**src/hdl/psbi_pkg.sv**
```systemverilog
// Constants and carrier types of the processor system bus interface.
// Assumes a single 25 MHz system clock; the link clock is sampled, not used as a clock.
package psbi_pkg;

    // ************************************************************
    // Bus shape
    // ************************************************************
    localparam int AD_W         = 32;
    localparam int CMD_W        = 5;
    localparam int CMD_TYPE_BIT = 4;
    localparam int CMD_WR_BIT   = 3;
    localparam int ID_LAST_BIT  = 3;
    localparam logic CYC_ADDR   = 1'b0;
    localparam logic CYC_DATA   = 1'b1;
    localparam int CAUSE_IP_LO  = 10;
    localparam int CAUSE_IP_HI  = 14;
    localparam int BUF_DEPTH    = 2;

    // ************************************************************
    // Reset values
    // ************************************************************
    localparam logic [AD_W-1:0]  AD_RST    = 32'h0000_0000;
    localparam logic [CMD_W-1:0] CMD_RST   = 5'h00;

    // ************************************************************
    // Clock ratio codes and pipeline ratio in half steps
    // ************************************************************
    localparam logic [1:0] RATIO_1_0 = 2'h0;
    localparam logic [1:0] RATIO_1_5 = 2'h1;
    localparam logic [1:0] RATIO_2_0 = 2'h2;
    localparam logic [1:0] RATIO_3_0 = 2'h3;
    localparam logic [2:0] HALF_1_0  = 3'h2;
    localparam logic [2:0] HALF_1_5  = 3'h3;
    localparam logic [2:0] HALF_2_0  = 3'h4;
    localparam logic [2:0] HALF_3_0  = 3'h6;

    // ************************************************************
    // Types
    // ************************************************************
    typedef struct packed {
        logic [CMD_W-1:0] cmd;
        logic [AD_W-1:0]  ad;
    } psbi_cycle_t;

    typedef enum logic [2:0] {
        ST_MASTER = 3'b001,
        ST_WRITE  = 3'b010,
        ST_SLAVE  = 3'b100
    } psbi_state_t;

endpackage

```
**src/hdl/psbi_top.sv**
```systemverilog
// Processor side of the system bus: issues requests, arbitrates mastership,
// takes read responses and agent writes. All pins but POWER_ON_RESET_N are sampled by CLOCK;
// bus cycles advance on each rising edge found on INPUT_REF_CLK.
//
// Operation
// - Agent cannot reach cache tags or contents
// - Shared 32-bit bus plus 5-bit command bus
// - Processor valid strobe marks its valid cycles
// - Processor request output asks for ownership
// - Protocol error toggles request output continuously
// - Mastership output low while processor is master
// - Interrupt inputs appear at cause bits 14:10
// - Warm reset held while input asserted
// - Cold reset asynchronous, also resets the PLL
// - Transmit clock follows master clock
// - Ratio select picks 1, 1.5, 2, 3
// - Each party drives buses only while owning
// - No new request while read pending
// - Read done at last response, write at last word
// - Read data accepted whenever it arrives
// - Processor default master; agent returns mastership
// - Data accepted on every consecutive bus cycle
// - System events issue one or more requests
// - Processor write has address plus data words
// - Command top bit: address or data cycle
// - Outputs registered, inputs captured by registers
// - Release after read, regain at last response
`timescale 1ns/1ps
`default_nettype none
module psbi_top (
    input  wire logic                      CLOCK,
    input  wire logic                      RST_B,
    input  wire logic                      POWER_ON_RESET_N,
    input  wire logic                      WARM_RESET_N,
    input  wire logic                      INPUT_REF_CLK,
    output logic                           TRANSMIT_CLK,
    output logic                           PLL_RESET_N,
    output logic                           WARM_RESET_HOLD,
    input  wire logic [1:0]                CLOCK_RATIO_SELECT,
    output logic [2:0]                     PIPE_RATIO_HALVES,
    input  wire logic [4:0]                INT_N,
    output logic [31:0]                    EXC_CAUSE,
    input  wire logic [psbi_pkg::AD_W-1:0] SHARED_ADDR_DATA_BUS_I,
    output logic [psbi_pkg::AD_W-1:0]      SHARED_ADDR_DATA_BUS_O,
    output logic [psbi_pkg::AD_W-1:0]      SHARED_ADDR_DATA_BUS_OE,
    input  wire logic [psbi_pkg::CMD_W-1:0] COMMAND_IDENT_BUS_I,
    output logic [psbi_pkg::CMD_W-1:0]     COMMAND_IDENT_BUS_O,
    output logic [psbi_pkg::CMD_W-1:0]     COMMAND_IDENT_BUS_OE,
    input  wire logic                      AGENT_VALID_N,
    output logic                           PROC_VALID_N,
    input  wire logic                      AGENT_BUS_REQUEST_N,
    output logic                           PROC_BUS_REQUEST_N,
    output logic                           PROC_OWNS_BUS_N,
    input  wire logic                      AGENT_ACCEPT_READY_N,
    input  wire psbi_pkg::psbi_cycle_t     REQ_CYCLE,
    input  wire logic                      REQ_VALID,
    output logic                           REQ_READY,
    output logic [psbi_pkg::AD_W-1:0]      RD_DATA,
    output logic                           RD_VALID,
    output logic                           RD_LAST,
    output logic [psbi_pkg::AD_W-1:0]      EXT_WR_ADDR,
    output logic [psbi_pkg::AD_W-1:0]      EXT_WR_DATA,
    output logic                           EXT_WR_VALID,
    output logic                           PROTOCOL_ERROR
);
    import psbi_pkg::*;

    // ************************************************************
    // Cold reset: asynchronous assert, synchronous release
    // ************************************************************
    logic cold_ff1_reg;
    logic cold_ff2_reg;
    always_ff @(posedge CLOCK or negedge POWER_ON_RESET_N) begin
        if (!POWER_ON_RESET_N) begin
            cold_ff1_reg <= 1'b0;
            cold_ff2_reg <= 1'b0;
        end else begin
            cold_ff1_reg <= 1'b1;
            cold_ff2_reg <= cold_ff1_reg;
        end
    end
    assign PLL_RESET_N = cold_ff2_reg;

    // ************************************************************
    // Input synchronisers
    // ************************************************************
    localparam int SYN_W = AD_W + CMD_W + 12;
    logic [SYN_W-1:0] syn1_reg;
    logic [SYN_W-1:0] syn2_reg;
    logic             ref_prev_reg;
    // Command above address so the top slice lines up with the carrier struct
    wire  [SYN_W-1:0] syn_in = {COMMAND_IDENT_BUS_I, SHARED_ADDR_DATA_BUS_I, AGENT_VALID_N,
                                AGENT_BUS_REQUEST_N, AGENT_ACCEPT_READY_N, INT_N,
                                CLOCK_RATIO_SELECT, WARM_RESET_N, INPUT_REF_CLK};
    always_ff @(posedge CLOCK) begin
        syn1_reg     <= syn_in;
        syn2_reg     <= syn1_reg;
        ref_prev_reg <= syn2_reg[0];
    end
    wire              ref_s    = syn2_reg[0];
    wire              warm_n_s = syn2_reg[1];
    wire [1:0]        ratio_s  = syn2_reg[3:2];
    wire [4:0]        int_n_s  = syn2_reg[8:4];
    wire              eok_n_s  = syn2_reg[9];
    wire              agent_bus_request_n_n_s = syn2_reg[10];
    wire              evld_n_s = syn2_reg[11];
    wire psbi_cycle_t ext_s    = syn2_reg[SYN_W-1:12];
    wire              lr       = ref_s & ~ref_prev_reg;
    wire              rst_int  = RST_B & warm_n_s & cold_ff2_reg;

    // ************************************************************
    // Clock, reset and interrupt side outputs
    // ************************************************************
    logic [2:0]  ratio_next;
    logic        tclk_reg;
    logic        warm_hold_reg;
    logic [2:0]  ratio_reg;
    logic [31:0] cause_reg;
    always_comb begin
        case (ratio_s)
            RATIO_1_0: ratio_next = HALF_1_0;
            RATIO_1_5: ratio_next = HALF_1_5;
            RATIO_2_0: ratio_next = HALF_2_0;
            RATIO_3_0: ratio_next = HALF_3_0;
            default:   ratio_next = HALF_1_0;
        endcase
    end
    always_ff @(posedge CLOCK) begin
        tclk_reg      <= ref_s;
        warm_hold_reg <= ~warm_n_s;
        ratio_reg     <= ratio_next;
        cause_reg     <= AD_RST;
        cause_reg[CAUSE_IP_HI:CAUSE_IP_LO] <= ~int_n_s;
    end
    assign TRANSMIT_CLK      = tclk_reg;
    assign WARM_RESET_HOLD   = warm_hold_reg;
    assign PIPE_RATIO_HALVES = ratio_reg;
    assign EXC_CAUSE         = cause_reg;

    // ************************************************************
    // Two-entry request buffer
    // ************************************************************
    psbi_cycle_t buf_mem [BUF_DEPTH];
    logic        wr_ptr_reg;
    logic        rd_ptr_reg;
    logic [1:0]  cnt_reg;
    logic        pop;
    wire         push     = REQ_VALID & REQ_READY;
    wire         head_vld = (cnt_reg != 2'h0);
    psbi_cycle_t head;
    assign head      = buf_mem[rd_ptr_reg];
    assign REQ_READY = (cnt_reg != 2'h2);
    always_ff @(posedge CLOCK) begin
        if (push) begin
            buf_mem[wr_ptr_reg] <= REQ_CYCLE;
        end
        if (!rst_int) begin
            wr_ptr_reg <= 1'b0;
            rd_ptr_reg <= 1'b0;
            cnt_reg    <= 2'h0;
        end else begin
            wr_ptr_reg <= wr_ptr_reg ^ push;
            rd_ptr_reg <= rd_ptr_reg ^ pop;
            cnt_reg    <= cnt_reg + {1'b0, push} - {1'b0, pop};
        end
    end

    // ************************************************************
    // Bus state machine, one step per link cycle
    // ************************************************************
    psbi_state_t state_reg;
    psbi_state_t state_next;
    logic        owns_n_reg;
    logic        pvld_n_reg;
    logic        proc_bus_request_n_n_reg;
    logic        pend_reg;
    logic        ext_seen_reg;
    logic        err_reg;
    psbi_cycle_t drv_reg;
    logic        rd_valid_reg;
    logic        rd_last_reg;
    logic [31:0] rd_data_reg;
    logic        ewr_valid_reg;
    logic [31:0] ewr_addr_reg;
    logic [31:0] ewr_data_reg;

    wire head_addr  = head_vld & (head.cmd[CMD_TYPE_BIT] == CYC_ADDR);
    wire head_wr    = head.cmd[CMD_WR_BIT];
    wire agent_req  = ~agent_bus_request_n_n_s;
    wire agent_vld  = ~evld_n_s;
    wire agent_data = agent_vld & (ext_s.cmd[CMD_TYPE_BIT] == CYC_DATA);
    wire agent_last = ext_s.cmd[ID_LAST_BIT];
    wire in_master  = (state_reg == ST_MASTER);
    wire in_write   = (state_reg == ST_WRITE);
    wire in_slave   = (state_reg == ST_SLAVE);
    // Agent request wins over a queued processor request
    wire can_issue  = in_master & head_addr & ~eok_n_s & ~agent_req & ~pend_reg;
    wire wr_data    = in_write & head_vld;
    wire issue      = lr & (can_issue | wr_data);
    wire rd_take    = in_slave & agent_data & ~ext_seen_reg & pend_reg;
    wire ewr_take   = in_slave & agent_data & ext_seen_reg;
    wire ext_addr   = in_slave & agent_vld & ~agent_data;
    wire bad_cycle  = (agent_vld & ~owns_n_reg)
                    | (in_slave & agent_data & ~ext_seen_reg & ~pend_reg);
    wire rd_done    = rd_take & agent_last;
    wire wr_done    = wr_data & head.cmd[ID_LAST_BIT];
    wire want_bus   = in_slave & head_vld & ~pend_reg;
    assign pop = issue | (lr & in_master & head_vld & ~head_addr);

    always_comb begin
        state_next = state_reg;
        case (state_reg)
            ST_MASTER: begin
                if (agent_req) begin
                    state_next = ST_SLAVE;
                end else if (can_issue) begin
                    state_next = head_wr ? ST_WRITE : ST_SLAVE;
                end
            end
            ST_WRITE: begin
                if (wr_done) begin
                    state_next = ST_MASTER;
                end
            end
            ST_SLAVE: begin
                if (rd_done | ewr_take) begin
                    state_next = ST_MASTER;
                end
            end
            default: state_next = ST_MASTER;
        endcase
    end

    always_ff @(posedge CLOCK) begin
        if (!rst_int) begin
            state_reg  <= ST_MASTER;
            owns_n_reg <= 1'b0;
            pvld_n_reg <= 1'b1;
            proc_bus_request_n_n_reg <= 1'b1;
            pend_reg   <= 1'b0;
            ext_seen_reg <= 1'b0;
            err_reg    <= 1'b0;
            drv_reg    <= {CMD_RST, AD_RST};
        end else if (lr) begin
            state_reg  <= state_next;
            // A read address keeps the bus for its own cycle; release follows next step
            owns_n_reg <= (state_next == ST_SLAVE) & ~can_issue;
            pvld_n_reg <= ~(can_issue | wr_data);
            if (can_issue | wr_data) begin
                drv_reg <= head;
            end
            err_reg    <= err_reg | bad_cycle;
            proc_bus_request_n_n_reg <= err_reg ? ~proc_bus_request_n_n_reg : ~want_bus;
            if (can_issue & ~head_wr) begin
                pend_reg <= 1'b1;
            end else if (rd_done) begin
                pend_reg <= 1'b0;
            end
            if (ext_addr) begin
                ext_seen_reg <= 1'b1;
            end else if (ewr_take) begin
                ext_seen_reg <= 1'b0;
            end
        end
    end

    // ************************************************************
    // Delivered data, one CLOCK pulse each
    // ************************************************************
    always_ff @(posedge CLOCK) begin
        if (!rst_int) begin
            rd_valid_reg  <= 1'b0;
            rd_last_reg   <= 1'b0;
            rd_data_reg   <= AD_RST;
            ewr_valid_reg <= 1'b0;
            ewr_addr_reg  <= AD_RST;
            ewr_data_reg  <= AD_RST;
        end else begin
            rd_valid_reg  <= lr & rd_take;
            ewr_valid_reg <= lr & ewr_take;
            if (lr & rd_take) begin
                rd_data_reg <= ext_s.ad;
                rd_last_reg <= agent_last;
            end
            if (lr & ext_addr) begin
                ewr_addr_reg <= ext_s.ad;
            end
            if (lr & ewr_take) begin
                ewr_data_reg <= ext_s.ad;
            end
        end
    end

    assign SHARED_ADDR_DATA_BUS_O  = drv_reg.ad;
    assign COMMAND_IDENT_BUS_O     = drv_reg.cmd;
    assign SHARED_ADDR_DATA_BUS_OE = {AD_W{~owns_n_reg}};
    assign COMMAND_IDENT_BUS_OE    = {CMD_W{~owns_n_reg}};
    assign PROC_VALID_N            = pvld_n_reg;
    assign PROC_BUS_REQUEST_N      = proc_bus_request_n_n_reg;
    assign PROC_OWNS_BUS_N         = owns_n_reg;
    assign RD_DATA                 = rd_data_reg;
    assign RD_VALID                = rd_valid_reg;
    assign RD_LAST                 = rd_last_reg;
    assign EXT_WR_ADDR             = ewr_addr_reg;
    assign EXT_WR_DATA             = ewr_data_reg;
    assign EXT_WR_VALID            = ewr_valid_reg;
    assign PROTOCOL_ERROR          = err_reg;
endmodule
`default_nettype wire
```
**config.mk**
```make
export PLATFORM = sky130hd
export DESIGN_NAME = psbi_top
export DESIGN_NICKNAME = d
export VERILOG_FILES = /design/src/hdl/psbi_pkg.sv /design/src/hdl/psbi_top.sv
export SDC_FILE = /design/constraint.sdc
export NUM_CORES = 1
export LEC_CHECK = 0
export BUFFER_PORTS_ARGS = -buffer_cell sky130_fd_sc_hd__buf_2
export CORE_ASPECT_RATIO = 1.25
export CORE_MARGIN = 2
export CORE_UTILIZATION = 46
export DETAILED_ROUTE_END_ITERATION = 10
export GPL_ROUTABILITY_DRIVEN = 0
export PLACE_DENSITY = 0.75
export RECOVER_POWER = 100
export SLEW_MARGIN = 0
export SYNTH_ARGS = -nofsm -noshare
export SYNTH_HDL_FRONTEND = slang
export SYNTH_SLANG_ARGS = --single-unit
export TNS_END_PERCENT = 5
```
**constraint.sdc**
```tcl
create_clock -name CLOCK -period 2.08 [get_ports CLOCK]
set_input_delay 0 -clock CLOCK [delete_from_list [all_inputs] [get_ports CLOCK]]
set_output_delay 0 -clock CLOCK [all_outputs]
set_load 0.05 [all_outputs]
```
==> results.cfg <==
[sta]
max_slew_margin = 0.478
whs_ns = 0.0823
final_max_slew_viol_count = 0
fmax_ghz = 0.468
finalWorstSetupSlack_ns = -0.0547
fin_crit_sh = 1.03
setup_viol = 1
worst_pin_slew_ns = 0.784
hold_violations = 0
fin_crit_ns = 2.13
fin_tns_setup_ns = -0.0547
fin_skew_ns = 0.0155
rsz0062_at_grt = yes

[power_and_ir_drop]
combPwrFrac = 0.047
leakagePower_nw = 4.89
netSwitchingFraction = 0.214
power.switching_mw = 2.72
p_int_mw = 9.97
clockPowerShare = 0.422
power.density_nw_per_um2 = 916
peakVddDrop_mv = 0.783
seqPwrFrac = 0.532

[placed_design]
dpl.hpwl_um = 15300
placed_cell_area_um2 = 12200
port_buffers = 275

[logic_synthesis]
ys_types = 48
ys_top_cells_by_area = dfxtp_1 (47%), edfxtp_1 (21%), nand2_1 (7.2%)
synth_compound_area_frac = 0.0882
synth-edff-count = 74
syn_avg_cell_area_um2 = 11.3
async_flop_share = 0.00610
yosys_warnings = 0
synth-simple-area-share = 0.111
synth_ff_type = dfxtp_1
yosysTopAreaCell = dfxtp_1
synth_seq_cells = 328
synth_top_family_by_area = simple AND/OR/NAND/NOR gates
yosysMostFrequentCell = dfxtp_1
synthTopCellsByCount = dfxtp_1 (252), nand2_1 (206), a21oi_1 (94), edfxtp_1 (74), buf_4 (68)
syn_inst = 946
yosysSeqAreaShare = 0.683
synth-xor-area-share = 0.00245
synth_top_area_frac = 0.471
synth_mux_area_frac = 0.0386
synth_area_um2 = 10700
synth_fa_ha_area_frac = 0.00467

[grt]
grt_pass1_vias = 7836
grt_pass1_wl_um = 39500
grt.total_usage = 0.198
grt_max_degree = 76
overflow = 0
antenna_found_initial = 1

[drt]
vias_per_cell = 4.86
drt-total-wl_um = 25100
dr.pass1.iters = 4
wl_per_cell_um = 15.7
drtIter0Drc = 278
drc = 0
vias = 7766
ant_nets = 0

[worst_setup_path]
crit_chain = or2_4, and4_1, o21a_2, a41o_1, ha_1, inv_1, ha_2, xor2_1, xnor2_1, nor2_1
reg2reg_from = cnt_reg[1]
rr_worst_depth = 10
worst_ep_arrival_time_ns = 2.56
cpPeakStageDelay_ns = 0.32
start_kind = flip-flop
crit_type = reg2reg
timing.rr.end = cnt_reg[1]
worstPathRequired_ns = 2.51
crit_fanout = 4
end_kind = flip-flop
rrSetupSlack_ns = -0.05
crit_path_top_delay_cell = dfxtp_2

[job]
cap_violations = 0

[floorplanning]
rows = 62
initial_utilization = 0.466
core_um2 = 23000
dieWidth_um = 140
die-area_um2 = 24500
ioPinCount = 306
fp.dieH_um = 175

[layout]
drive_gt1_frac = 0.154
nFillCells = 1915
largest_reg_flops = 74
syn_to_final_growth_pct = 29.4
nets = 1381
design_area_um2 = 13900
multi_input_area_um2 = 2770
regArea_um2 = 7320

[cts]
cts_tree = done
cts.sinks = 328
cts-buffers-inserted = 31
cts_max_level = 1
cts-root-buf = clkbuf_16
cts.clk_slew.worst_paths_ns = 0.07
clk_path_buf_depth = 3
insertion_delay_ns = 0.55

[run_status]
violations = negative setup slack
status = finished with violations

[min_path]
whs_path_depth = 2
hp-class = in2reg
hold-path-endpoint = syn1_reg[39]
min-delay-start = SHARED_ADDR_DATA_BUS_I[27]
-- repair_timing --
item	CTS	global route
pin swaps	3	0
hold buffers	90	0
endpoints found under the hold margin	129	0
resized for setup	3	7
setup endpoints to repair	1	62
buffers inserted	1	0
-- cell usage in the layout, fill, tap and decap left out, drive strengths merged, types with 14 or more instances in the layout --
cell	count
nor2	48
a211oi	38
nand2	206
clkbuf	234
conb	28
edfxtp	74
a21oi	104
buf	122
dfxtp	252
mux2i	39
inv	14
dlygate4sd3	90
-- per-stage QoR --
step | std cells | utilization | setup WS [ns] | power (mW)
3_3_place_gp | 1451 | 0.533 | -0.0813 | 7.34
4_1_cts | 1598 | 0.616 | -0.0412 | 12.8
6_report | 1599 | 0.604 | -0.0547 | 12.7
3_5_place_dp | 1451 | 0.533 | -0.123 | 7.36
5_1_grt | 1599 | 0.604 | -0.159 | 13.1
2_1_floorplan | 972 | - | -0.282 | 7.21
-- worst max-delay path: cells and delay by family (launching register included) --
family | cells | cell delay [ns]
AOI/OAI and AO/OA | 2 | 0.43
xor gates and xnor gates | 2 | 0.32
adders and majority gates | 2 | 0.44
buffers and inverters | 1 | 0.04
DFF | 1 | 0.32
and+or+nand+nor | 3 | 0.47
-- final cells by class --
class                           instances  area share
Clock buffer                           48      0.0672
Antenna cell                            1    0.000181
Tap cell                              288      0.0260
Clock inverter                          8     0.00352
Timing Repair Buffer                  398       0.172
Multi-Input combinational cell        517       0.200
Sequential cell                       328       0.528
Inverter                               11     0.00298
-- per-layer routing --
metal / track usage / wire length, um / share of wire
met1: 0.231 / 10000 / 0.40
met2: 0.361 / 12700 / 0.50
met3: 0.0444 / 1810 / 0.072
met4: 0.0638 / 621 / 0.025
met5: 0 / 0 / 0
-- kinds of logic (layout without fill, tap and decap cells) --
| logic type | Yosys count | count (layout) |
|---|---|---|
| flops | 328 | 328 |
| simple gates | 284 | 284 |
| compound gates | 157 | 157 |
| buf+inv | 127 | 465 |
| mux | 41 | 41 |
| fa+ha+maj | 4 | 4 |
| xor+xnor | 3 | 3 |
| other cells | 2 | 29 |
-- worst max path at each step --
| stage | from | end | slack, ns | cells after the start |
|---|---|---|---|---|
| 3_3_place_gp | cnt_reg[1] | cnt_reg[1] | -0.08 | 10 |
| 5_1_grt | cnt_reg[1] | cnt_reg[1] | -0.16 | 10 |
| 4_1_cts | cnt_reg[1] | cnt_reg[1] | -0.04 | 10 |
| 3_5_place_dp | cnt_reg[1] | cnt_reg[1] | -0.12 | 10 |
| 2_1_floorplan | cnt_reg[0] | buf_mem[1][0] | -0.28 | 4 |
| 6_report | cnt_reg[1] | cnt_reg[1] | -0.05 | 10 |
-- power by group through the flow --
| stage | registers [mW] | logic [mW] | clock network [mW] |
|---|---|---|---|
| 2_1_floorplan | 6.91 | 0.302 | 0 |
| 3_3_place_gp | 6.88 | 0.465 | 0 |
| 3_5_place_dp | 6.89 | 0.471 | 0 |
| 4_1_cts | 6.75 | 0.607 | 5.48 |
| 5_1_grt | 6.76 | 0.635 | 5.75 |
| 6_report | 6.75 | 0.592 | 5.36 |
No activity file was read; power rests on OpenSTA's default activity.
